File: src/logic/boe_pkg.sv
// shared constants and types for the bit operation execute unit
`default_nettype none
package boe_pkg;

   localparam int DATA_W    = 8;
   localparam int ADDR_W    = 8;
   localparam int FLAG_W    = 4;
   localparam int BIT_W     = 3;
   localparam int MEM_DEPTH = 16;
   localparam int MEM_IDX_W = 4;

   // register bus byte map
   localparam logic [ADDR_W-1:0] OFS_PORT = 8'h00;
   localparam logic [ADDR_W-1:0] OFS_DIR  = 8'h01;
   localparam logic [ADDR_W-1:0] OFS_FLAG = 8'h02;
   localparam logic [ADDR_W-1:0] OFS_PIN  = 8'h03;
   localparam logic [ADDR_W-1:0] OFS_MEM  = 8'h10;
   localparam logic [ADDR_W-1:0] MEM_MASK = 8'hf0;

   // io space addresses seen by bit instructions
   localparam logic [MEM_IDX_W-1:0] IO_PORT = 4'h0;
   localparam logic [MEM_IDX_W-1:0] IO_DIR  = 4'h1;
   localparam logic [MEM_IDX_W-1:0] IO_FLAG = 4'h2;

   // flag bit positions
   localparam int FLAG_Z  = 0;
   localparam int FLAG_C  = 1;
   localparam int FLAG_AC = 2;
   localparam int FLAG_OV = 3;

   // reset values and the single-bit mask seed
   localparam logic [DATA_W-1:0] PORT_RST = 8'h00;
   localparam logic [DATA_W-1:0] DIR_RST  = 8'h00;
   localparam logic [FLAG_W-1:0] FLAG_RST = 4'h0;
   localparam logic [DATA_W-1:0] MEM_RST  = 8'h00;
   localparam logic [DATA_W-1:0] BIT_ONE  = 8'h01;
   localparam logic [DATA_W-1:0] RD_ZERO  = 8'h00;

   typedef enum logic [1:0]
   {
      op_nop        = 2'h0,
      bit_clear_op  = 2'h1,
      bit_set_op    = 2'h3,
      swap_carry_op = 2'h2
   } boe_op_type;

   typedef enum logic
   {
      space_io  = 1'b0,
      space_mem = 1'b1
   } boe_space_type;

   typedef struct packed
   {
      boe_op_type            op;
      boe_space_type         space;
      logic [MEM_IDX_W-1:0]  addr;
      logic [BIT_W-1:0]      bit_idx;
   } boe_instr_type;

   typedef struct packed
   {
      logic [ADDR_W-1:0]     addr;
      logic [DATA_W-1:0]     wdata;
      logic                  we;
      logic                  re;
   } boe_bus_type;

endpackage : boe_pkg
`default_nettype wire

File: src/logic/boe_bit_op_unit.sv
// bit clear and bit set execution with port and memory, carry exchange with the port only
//
// Local design decisions: the address map and the address-and-strobe port.
`timescale 1ns/100ps
`default_nettype none
module boe_bit_op_unit
(
   input  wire  logic                          clk,
   input  wire  logic                          sys_rst,
   input  wire  boe_pkg::boe_bus_type          bus,
   output var   logic [boe_pkg::DATA_W-1:0]    rdata,
   input  wire  logic                          instr_valid,
   input  wire  boe_pkg::boe_instr_type        instr,
   output var   logic                          instr_done,
   input  wire  logic [boe_pkg::DATA_W-1:0]    port_pin_in,
   output var   logic [boe_pkg::DATA_W-1:0]    port_out,
   output var   logic [boe_pkg::DATA_W-1:0]    port_oe,
   output var   logic [boe_pkg::FLAG_W-1:0]    flags
);
   import boe_pkg::*;

   ////////////////////////////////////////////////////////////////////////
   // state

   logic [DATA_W-1:0]   port_q;
   logic [DATA_W-1:0]   port_d;
   logic [DATA_W-1:0]   dir_q;
   logic [DATA_W-1:0]   dir_d;
   logic [FLAG_W-1:0]   flag_q;
   logic [FLAG_W-1:0]   flag_d;
   logic [DATA_W-1:0]   mem_q [MEM_DEPTH];
   logic [DATA_W-1:0]   rdata_q;
   logic                done_q;

   ////////////////////////////////////////////////////////////////////////
   // instruction decode

   logic                is_io;
   logic                is_mem;
   logic                is_clr;
   logic                is_set;
   logic                is_bitop;
   logic                swap_hit;
   logic                swap_out;
   logic                swap_in;
   logic [DATA_W-1:0]   mask;
   logic [DATA_W-1:0]   io_cur;
   logic [DATA_W-1:0]   io_new;
   logic [DATA_W-1:0]   mem_cur;
   logic [DATA_W-1:0]   mem_new;
   logic                bus_mem_hit;
   logic                bus_port_we;
   logic                bus_dir_we;
   logic                bus_flag_we;
   logic                carry_bit;
   logic                pin_bit;

   assign is_io    = instr_valid && (instr.space == space_io);
   assign is_mem   = instr_valid && (instr.space == space_mem);
   assign is_clr   = (instr.op == bit_clear_op);
   assign is_set   = (instr.op == bit_set_op);
   assign is_bitop = is_clr || is_set;
   assign mask     = BIT_ONE << instr.bit_idx;

   // only the port address can exchange with carry: output bits take carry into the latch, input bits load the pin into carry
   assign swap_hit = is_io && (instr.op == swap_carry_op)
                     && (instr.addr == IO_PORT);
   assign swap_out = swap_hit && dir_q[instr.bit_idx];
   assign swap_in  = swap_hit && !dir_q[instr.bit_idx];

   always_comb
   begin
      case (instr.addr)
         IO_PORT: io_cur = port_q;
         IO_DIR:  io_cur = dir_q;
         IO_FLAG: io_cur = {{(DATA_W-FLAG_W){1'b0}}, flag_q};
         default: io_cur = RD_ZERO;
      endcase
   end

   // read-modify-write keeps every bit outside the mask
   always_comb
   begin
      if (is_set)
      begin
         io_new = io_cur | mask;
      end
      else
      begin
         io_new = io_cur & ~mask;
      end
   end

   assign mem_cur = mem_q[instr.addr];

   always_comb
   begin
      if (is_set)
      begin
         mem_new = mem_cur | mask;
      end
      else
      begin
         mem_new = mem_cur & ~mask;
      end
   end

   assign bus_mem_hit = ((bus.addr & MEM_MASK) == OFS_MEM);

   // the pin register is read only, so it gets no write strobe
   assign bus_port_we = bus.we && (bus.addr == OFS_PORT);
   assign bus_dir_we  = bus.we && (bus.addr == OFS_DIR);
   assign bus_flag_we = bus.we && (bus.addr == OFS_FLAG);

   // the two bits a swap can move, picked once for both directions
   assign carry_bit = flag_q[FLAG_C];
   assign pin_bit   = port_pin_in[instr.bit_idx];

   ////////////////////////////////////////////////////////////////////////
   // next values; the instruction wins over a bus write in the same cycle
   // since the sequencer owns the core's view of these registers

   always_comb
   begin
      port_d = port_q;
      if (bus_port_we)
      begin
         port_d = bus.wdata;
      end
      if (is_io && is_bitop && (instr.addr == IO_PORT))
      begin
         port_d = io_new;
      end
      if (swap_out)
      begin
         // start from the old latch so a same-cycle bus write cannot leak in
         port_d                = port_q;
         port_d[instr.bit_idx] = carry_bit;
      end
   end

   always_comb
   begin
      dir_d = dir_q;
      if (bus_dir_we)
      begin
         dir_d = bus.wdata;
      end
      if (is_io && is_bitop && (instr.addr == IO_DIR))
      begin
         dir_d = io_new;
      end
   end

   // bit ops on port or memory never touch flags unless they target them
   always_comb
   begin
      flag_d = flag_q;
      if (bus_flag_we)
      begin
         flag_d = bus.wdata[FLAG_W-1:0];
      end
      if (is_io && is_bitop && (instr.addr == IO_FLAG))
      begin
         flag_d = io_new[FLAG_W-1:0];
      end
      if (swap_in)
      begin
         flag_d         = flag_q;
         flag_d[FLAG_C] = pin_bit;
      end
   end

   ////////////////////////////////////////////////////////////////////////
   // registers

   always_ff @(posedge clk)
   begin
      if (sys_rst)
      begin
         port_q <= PORT_RST;
      end
      else
      begin
         port_q <= port_d;
      end
   end

   always_ff @(posedge clk)
   begin
      if (sys_rst)
      begin
         dir_q <= DIR_RST;
      end
      else
      begin
         dir_q <= dir_d;
      end
   end

   always_ff @(posedge clk)
   begin
      if (sys_rst)
      begin
         flag_q <= FLAG_RST;
      end
      else
      begin
         flag_q <= flag_d;
      end
   end

   ////////////////////////////////////////////////////////////////////////
   // data memory, one flip-flop byte per entry

   for (genvar i = 0; i < MEM_DEPTH; i++)
   begin : g_mem
      localparam logic [MEM_IDX_W-1:0] IDX = MEM_IDX_W'(i);
      always_ff @(posedge clk)
      begin
         if (sys_rst)
         begin
            mem_q[i] <= MEM_RST;
         end
         else if (is_mem && is_bitop && (instr.addr == IDX))
         begin
            mem_q[i] <= mem_new;
         end
         else if (bus.we && bus_mem_hit
                  && (bus.addr[MEM_IDX_W-1:0] == IDX))
         begin
            mem_q[i] <= bus.wdata;
         end
      end
   end

   ////////////////////////////////////////////////////////////////////////
   // completion pulse, one cycle after the instruction is taken

   always_ff @(posedge clk)
   begin
      if (sys_rst)
      begin
         done_q <= 1'b0;
      end
      else
      begin
         done_q <= instr_valid;
      end
   end

   ////////////////////////////////////////////////////////////////////////
   // register read, data valid the cycle after the strobe only

   always_ff @(posedge clk)
   begin
      if (sys_rst)
      begin
         rdata_q <= RD_ZERO;
      end
      else if (bus.re)
      begin
         if (bus_mem_hit)
         begin
            rdata_q <= mem_q[bus.addr[MEM_IDX_W-1:0]];
         end
         else
         begin
            case (bus.addr)
               OFS_PORT: rdata_q <= port_q;
               OFS_DIR:  rdata_q <= dir_q;
               OFS_FLAG: rdata_q <= {{(DATA_W-FLAG_W){1'b0}}, flag_q};
               OFS_PIN:  rdata_q <= port_pin_in;
               default:  rdata_q <= RD_ZERO;
            endcase
         end
      end
      else
      begin
         rdata_q <= RD_ZERO;
      end
   end

   ////////////////////////////////////////////////////////////////////////
   // outputs; pins follow the direction register directly

   assign rdata      = rdata_q;
   assign instr_done = done_q;
   assign port_out   = port_q;
   assign port_oe    = dir_q;
   assign flags      = flag_q;

endmodule : boe_bit_op_unit
`default_nettype wire

File: config.mk
export PLATFORM = sky130hd
export DESIGN_NAME = boe_bit_op_unit
export DESIGN_NICKNAME = d
export VERILOG_FILES = /design/src/logic/boe_pkg.sv /design/src/logic/boe_bit_op_unit.sv
export SDC_FILE = /design/constraint.sdc
export NUM_CORES = 1
export LEC_CHECK = 0
export ABC_CLOCK_PERIOD_IN_PS = 3700
export BUFFER_PORTS_ARGS = -buffer_cell sky130_fd_sc_hd__buf_2
export CELL_PAD_IN_SITES_DETAIL_PLACEMENT = 1
export CELL_PAD_IN_SITES_GLOBAL_PLACEMENT = 1
export CORE_AREA = 2 2 146 148
export DETAILED_ROUTE_END_ITERATION = 10
export DIE_AREA = 0 0 148 150
export PLACE_DENSITY_LB_ADDON = 0.3
export SYNTH_ARGS = -nofsm -noshare
export SYNTH_HDL_FRONTEND = slang
export SYNTH_SLANG_ARGS = --single-unit
File: constraint.sdc
create_clock -name clk -period 3.7 [get_ports clk]
set_input_delay 1.11 -clock clk [delete_from_list [all_inputs] [get_ports clk]]
set_output_delay 1.11 -clock clk [all_outputs]
set_load 0.1 [all_outputs]
## Word level (Yosys, flattened, before mapping)

Memories as Yosys holds them, arrays and structs flattened.
Cells that the tools add are included.
W data, S select, Z words.

- Magnitude comparators: 2
- Equal/unequal tests: 37
- Shift-type cells: 1
- Mux-type cells: 166
- Bitwise gates (word level): 40
- Reductions and logical operators: 59

Operator list:

| kind | count |
|---|---|
| $mux W8 | 40 |
| $mux W1 | 117 |
| $eq A4 B4 Y1 const B | 16 |
| $logic_and A1 B1 Y1 | 48 |
| $eq A4 B3 Y1 const B | 8 |
| $or A1 B1 Y1 | 32 |
| $pmux W8 S4 | 1 |
| $pmux W8 S3 | 1 |
| $and A8 B8 Y8 | 2 |
| $eq A4 B2 Y1 const B | 4 |
| $eq A8 B2 Y1 const B | 2 |
| $or A8 B8 Y8 | 2 |
| $eq A4 B1 Y1 const B | 3 |
| $bwmux W8 | 1 |
| $eq A8 B1 Y1 const B | 1 |
| $logic_not A4 Y1 | 2 |
| $logic_not A8 Y1 | 1 |
| $mux W4 | 2 |
| $not A8 Y8 | 1 |
| $shl A1 B3 Y8 const A | 1 |
| $bmux W1 S3 | 2 |
| $reduce_bool A3 Y1 | 2 |
| $eq A2 B2 Y1 const B | 2 |
| $lt A3 B4 Y1 const B | 1 |
| 10 further kinds | 13 |

- Bits in registers: 29
- Bits in writable memories: 128
- Bits of input ports: 39
- Output and inout bits: 29
- Word-level logic and storage cells: 312
- Memories: 1

Memories:

| name | words | width | read ports | clocked after memory_dff | write ports | line | text |
|---|---|---|---|---|---|---|---|
| mem_q | 16 | 8 | 2 | 0 | 16 | boe_bit_op_unit.sv:31 | `logic [DATA_W-1:0] mem_q [MEM_DEPTH];` |

## Longest topological paths before layout

Gate-level depths: netlist (run 1).

- Depth after elaboration: 9
- Gate-level depth with buffers: 9
- Gate-level depth less buffers: 5

## Least setup slack after synthesis (run 1)

Ideal clock, no wire load.

- Path kind: input to register
- Start: input port bus[11] (netlist bit)
- End: memory mem_q[7][0], enable pin
- Library setup time: 384 ps
- Arrival time: 2608 ps
- Required time: 3316 ps
- Path slack: 708 ps
- Stages on the path: 5
- Path buffers: 3
- Cell sequence: buf_2 buf_1 buf_2 nand2_1 o21ai_0

RTL lines:

| element | line | text |
|---|---|---|
| start, declared | boe_bit_op_unit.sv:10 | `input wire boe_pkg::boe_bus_type bus,` |
| end, declared | boe_bit_op_unit.sv:31 |  |

==> results_dict.tcl, run 1 <==
set metrics [dict create \
    status "finished, final reports clean" \
    grt_pass1_vias 8722 \
    p_leak_nw 4.34 \
    tns_ns 0 \
    portBuffers 67 \
    crit_arrival_ns 3.25 \
    synthMuxAreaShare_pct 20.4 \
    worst_setup_path_start_kind "input pin" \
    grtUsageTotal_pct 35.0 \
    grt-ovfl-total 0 \
    final_antenna_net_count 0 \
    post-synth-top-area-cell "edfxtp_1" \
    timing.hold.ws_ns 0.541 \
    worstPathMaxFanout 9 \
    dp_hpwl_mm 27.5 \
    clk_latency_ns 0.44 \
    wl_met1_mm 14.0 \
    ys.flop_type "edfxtp_1" \
    synth_cell_types 70 \
    fmax_mhz 316 \
    grt_max_degree 42 \
    core_sq_um 20700 \
    dp.cells 1136 \
    finalMaxSlewViolations 0 \
    stdcell_count 1169 \
    ys_seq_elements 157 \
    drt_wl_total_mm 38.3 \
    grt_pass1_wl_mm 56.8 \
    post_cts_buffers 0 \
    gp_routability_congestion 1.03 \
    synth_fa_ha_area_share_pct 0 \
    rsz0062_at_grt "false" \
    die_y_microns 150 \
    postCtsHoldBufs 0 \
    dr.max_layer_used "met4" \
    synth_top_area_share_pct 37.2 \
    first_iter_violations 972 \
    via_per_inst 7.25 \
    worstMarginPinSlew_ns 1.24 \
    clk_pin_slew_ns 0.07 \
    cts_made_buffers 17 \
    relSlewSlack_pct 16.4 \
    synth-compound-area-share_pct 20.1 \
    worstSetupPathType "input pin to flop" \
    synthesis.instances 823 \
    reg2reg_depth 6 \
    syn2layout_area_growth_pct 11.1 \
    die_width_microns 148 \
    tritoncts "yes" \
    max_cap_violations 0 \
    cts_sinks 157 \
    yosys.area_share.simple_pct 11.5 \
    yosysWarnings 0 \
    wl_met3_mm 3.62 \
    hp-class "flop to flop" \
    synth_top_family_by_area "multiplexers" \
    pwr_density_cell_nw_per_um2 381 \
    setup.worst_path.end_class "flop" \
    clock_path_buffers 2 \
    cts_resized 0 \
    synthTopCellsByCount "a22o_1 (130), edfxtp_1 (128), mux2i_1 (66), mux4_2 (55), nor2_1 (46)" \
    worstPathRequired_ns 3.79 \
    drive_gt1_share_pct 30.1 \
    wl_per_cell_microns 32.8 \
    min_period_ns 3.16 \
    start_util_pct 49.9 \
    synth_nets 862 \
    synthArstFlopShare_pct 0 \
    setup_viol 0 \
    total_power_mw 4.37 \
    clock-root-buffer "clkbuf_16" \
    grt_antenna_before_repair 1 \
    htreeDepth 4 \
    synthTopCellsByArea "edfxtp_1 (37%), mux4_2 (12%), a22o_1 (11%), mux2i_1 (6.4%), dfxtp_1 (5.6%)" \
    yosysSeqAreaShare_pct 42.8 \
    fin_skew_ns 0.00948 \
    dieArea_sq_um 22200 \
    synth_edf_count 128 \
    hold_viol 0 \
    peakVddDrop_v 0.000270 \
    num_rows 53 \
    io_pins 68 \
    first_pass_iters 5 \
    vias 8480 \
    fin_nets 919 \
    synth_xor_area_share_pct 0 \
    netlist_area_sq_um 10300 \
    syn_avg_cell_area_sq_um 12.6 \
    wl_met2_mm 18.2 \
    remaining_drc_errors 0 \
    holdPathStages 2 \
    fin_crit_sh_pct 85.4 \
    yosysMostFrequentCell "a22o_1" \
]
==> final cells by class <==
class,instances,area [sq um]
fillers,2143,9210
flip-flops and latches,157,4420
well taps,275,344
repair buffers,119,741
diodes,1,2.50
clock inverters,14,109
clock buffers,18,429
inverters,15,56.3
multi-input cells,570,5370
==> flip-flops by register name, indices dropped and copies added, names as in the netlist <==
| signal | cells |
|---|---|
| port_oe | 8 |
| instr_done | 1 |
| rdata | 8 |
| mem_q | 128 |
| port_out | 8 |
| flags | 4 |
==> through the flow <==
| step | instance area (sq um) | setup WS [ns] | utilization [%] |
|---|---|---|---|
| 3_3_place_gp | 10900 | 0.280 | 52.9 |
| 6_report | 11500 | 0.540 | 55.5 |
| 4_1_cts | 11500 | 0.586 | 55.5 |
| 3_5_place_dp | 10900 | 0.177 | 52.9 |
| 5_1_grt | 11500 | 0.467 | 55.5 |
| 2_1_floorplan | 10300 | 0.708 | - |
==> power breakdown <==
group	internal, mW	switching (mW)
sequential	1.96	0.0406
combinational	0.228	0.458
clock	0.870	0.814
==> logic make-up (layout without fill, tap and decap cells) <==
logic type / after synthesis / in the layout
AOI/OAI and AO/OA: 242 / 242
buffers and inverters: 96 / 166
DFF: 157 / 157
muxes: 133 / 133
other: 0 / 1
and+or+nand+nor: 195 / 195
==> critical path, cell delays in order <==
cell and delay (ns):
buf_2 0.10, nor3_2 0.27, and2_1 0.39, nand3_1 0.30, nor3_2 0.60, or3_1 0.47
==> layout by cell type (no fill, tap or decap), types with 5 or more instances in the layout <==
master	count
nand2b_1	10
and2_1	6
or3_1	9
mux2i_1	66
or2_2	5
inv_6	5
nor3_1	8
o22ai_1	13
nor2_1	46
buf_4	52
nand3_1	10
o21ai_0	14
dfxtp_1	29
mux4_1	5
nand2_1	27
a31oi_1	7
mux4_2	55
nor2b_1	11
a21oi_1	13
a211oi_1	10
edfxtp_1	128
clkbuf_16	17
mux2_2	6
a221oi_1	6
nor3_2	22
and3_1	14
buf_2	66
nand4b_1	5
a22oi_1	11
inv_1	15
nand3b_1	5
a22o_1	130
==> metal layers <==
| metal | track usage [%] | up-vias |
|---|---|---|
| met5 | 0 | - |
| met4 | 21.7 | 0 |
| met3 | 7.50 | 133 |
| met2 | 56.8 | 572 |
| met1 | 42.7 | 4299 |
| li1 | - | 3476 |
==> final timing paths <==
path / startpoint / endpoint / slack (ns)
worst max-delay path: bus[15] / mem_q[0][6] / 0.54
worst min-delay path: port_out[4] / port_out[4] / 0.54
worst max register to register: mem_q[15][0] / mem_q[9][0] / 1.34
worst min register to register: port_out[4] / port_out[4] / 0.54
Power figures use the tool's default switching activity.
==> inputs of run 2 (changes only) <==
==> constraint.sdc (replaced) <==
create_clock -name clk -period 3.7 [get_ports clk]
set_input_delay 0.185 -clock clk [delete_from_list [all_inputs] [get_ports clk]]
set_output_delay 0.185 -clock clk [all_outputs]
set_load 0.1 [all_outputs]
==> run 2 against run 1 <==
Effect of this change: first-iteration DRC count increased by 3.9%; power increased by 3.6%; clock skew increased by 0.0027 ns; combinational power decreased by 6.1%; global-route usage decreased by 1.2 points; cell count decreased by 3.1%; hold slack got worse by 0.49 ns; die area unchanged; sequential share of layout area increased by 0.64 points; sequential cell count unchanged; register-to-register slack got worse by 0.18 ns; maximum frequency increased by 18%; critical endpoint is now mem_q[3][1]; largest power group unchanged; highest routed layer unchanged.
==> results_dict.tcl, run 2 (synthesized netlist as in run 1, its figures left out) <==
set metrics [dict create \
    setup_viol 0 \
    grt_max_degree 50 \
    total_power_mw 4.53 \
    grt_pass1_wl_mm 54.7 \
    wl_per_cell_microns 32.7 \
    dp_worst_setup_slack_ns 0.678 \
    fin_skew_ns 0.0122 \
    hold_viol 0 \
    die_width_microns 148 \
    p_leak_nw 4.21 \
    cts_sinks 157 \
    clk_latency_ns 0.44 \
    worstPathRequired_ns 4.00 \
    fillers 2103 \
    via_per_inst 7.36 \
    grt-ovfl-total 0 \
    grt_antenna_before_repair 2 \
    dp.cells 1100 \
    worstMarginPinSlew_ns 1.12 \
    max_cap_violations 0 \
    fmax_mhz 374 \
    critPathSlowestCell "o211ai_2" \
    dieArea_sq_um 22200 \
    io_pins 68 \
    hp-class "input pin to flop" \
    post_cts_buffers 0 \
    grtUsageTotal_pct 33.7 \
    portBuffers 67 \
    layout_commonest_cell "a22o_1" \
    crit_arrival_ns 2.97 \
    drive_gt1_share_pct 27.3 \
    tns_ns 0 \
    peakVddDrop_v 0.000314 \
    gp_routability_congestion 0.984 \
    min_period_ns 2.67 \
    first_pass_iters 6 \
    grt_pass1_vias 8418 \
    fin_nets 883 \
    drt_wl_total_mm 37.1 \
    postCtsHoldBufs 0 \
    fin_crit_sh_pct 72.2 \
    cts_resized 0 \
    finalMaxSlewViolations 0 \
    stdcell_count 1133 \
    cpLargestDelayFamily "compound AO/OA/AOI/OAI gates" \
    final_antenna_net_count 0 \
    clock_path_buffers 2 \
    crit_path_cell_trace "buf_4 > buf_4 > mux2i_1 > a22o_1 > o211ai_2 > a22o_1" \
    htreeDepth 4 \
    clock-root-buffer "clkbuf_16" \
    path_buf_inv 2 \
    worstSetupPathType "input pin to flop" \
    layout_common_cells "a22o_1 (130), edfxtp_1 (128), mux2i_1 (66), buf_2 (66), mux4_2 (55)" \
    die_y_microns 150 \
    cts_made_buffers 17 \
    worst_setup_path_start_kind "input pin" \
    largest_reg_flops 128 \
    setup.worst_path.end_class "flop" \
    top_register "mem_q" \
    remaining_drc_errors 0 \
    num_rows 53 \
    core_sq_um 20700 \
    pwr_density_cell_nw_per_um2 401 \
    worstPathMaxFanout 36 \
    dp_hpwl_mm 25.6 \
    tritoncts "yes" \
    status "finished, final reports clean" \
    fin_ws_ns 1.03 \
    vias 8340 \
    start_util_pct 49.9 \
    first_iter_violations 1010 \
    relSlewSlack_pct 25.4 \
    fin_util_pct 54.6 \
    syn2layout_area_growth_pct 9.26 \
    rsz0062_at_grt "false" \
    max_stage_delay_ns 0.88 \
    clk_pin_slew_ns 0.07 \
]
-- run 2: cell count changes in the layout (fill, tap and decap cells not counted), sizes merged --
| cell | before | now |
|---|---|---|
| clkinv | 6 | 7 |
| inv | 21 | 17 |
| clkbuf | 18 | 17 |
| bufinv | 0 | 4 |
| buf | 119 | 83 |
-- run 2: power by group --
group | total (mW) | switching [mW] | internal (mW)
registers | 2.00 | 0.0378 | 1.96
logic | 0.644 | 0.441 | 0.203
clock network | 1.89 | 0.758 | 1.13
-- run 2: area by class of cell --
type / instances / area (sq um) / area share, %
well taps: 275 / 344 / 3.05
multi-input cells: 570 / 5370 / 47.6
inverters: 15 / 56.3 / 0.499
flip-flops and latches: 157 / 4420 / 39.2
diodes: 1 / 2.50 / 0.0222
repair buffers: 83 / 470 / 4.17
clock inverters: 15 / 195 / 1.73
clock buffers: 17 / 425 / 3.77
-- run 2: path summary, 6_finish.rpt --
| path | slack [ns] | endpoint | from | depth (start not counted) |
|---|---|---|---|---|
| setup / recovery | 1.03 | mem_q[3][1] | instr[3] | 6 |
| hold / removal | 0.06 | instr_done | instr_valid | 2 |
| setup reg to reg | 1.16 | mem_q[7][0] | mem_q[14][0] | 5 |
| hold reg to reg | 0.55 | port_out[7] | port_out[7] | 2 |
-- run 2: per-layer routing --
layer,track usage [%],vias up,share of wire (%)
met5,0,-,0
met3,7.71,99,9.4
met1,42.1,4273,38
met4,16.3,0,4.7
li1,-,3419,-
met2,55.7,549,48
-- run 2: stage by stage --
step / instance area [sq um] / hold WS [ns]
4_1_cts: 11300 / 0.0507
5_1_grt: 11300 / 0.0511
2_1_floorplan: 10300 / 0.313
3_5_place_dp: 10700 / 0.501
6_report: 11300 / 0.0559
3_3_place_gp: 10700 / 0.464
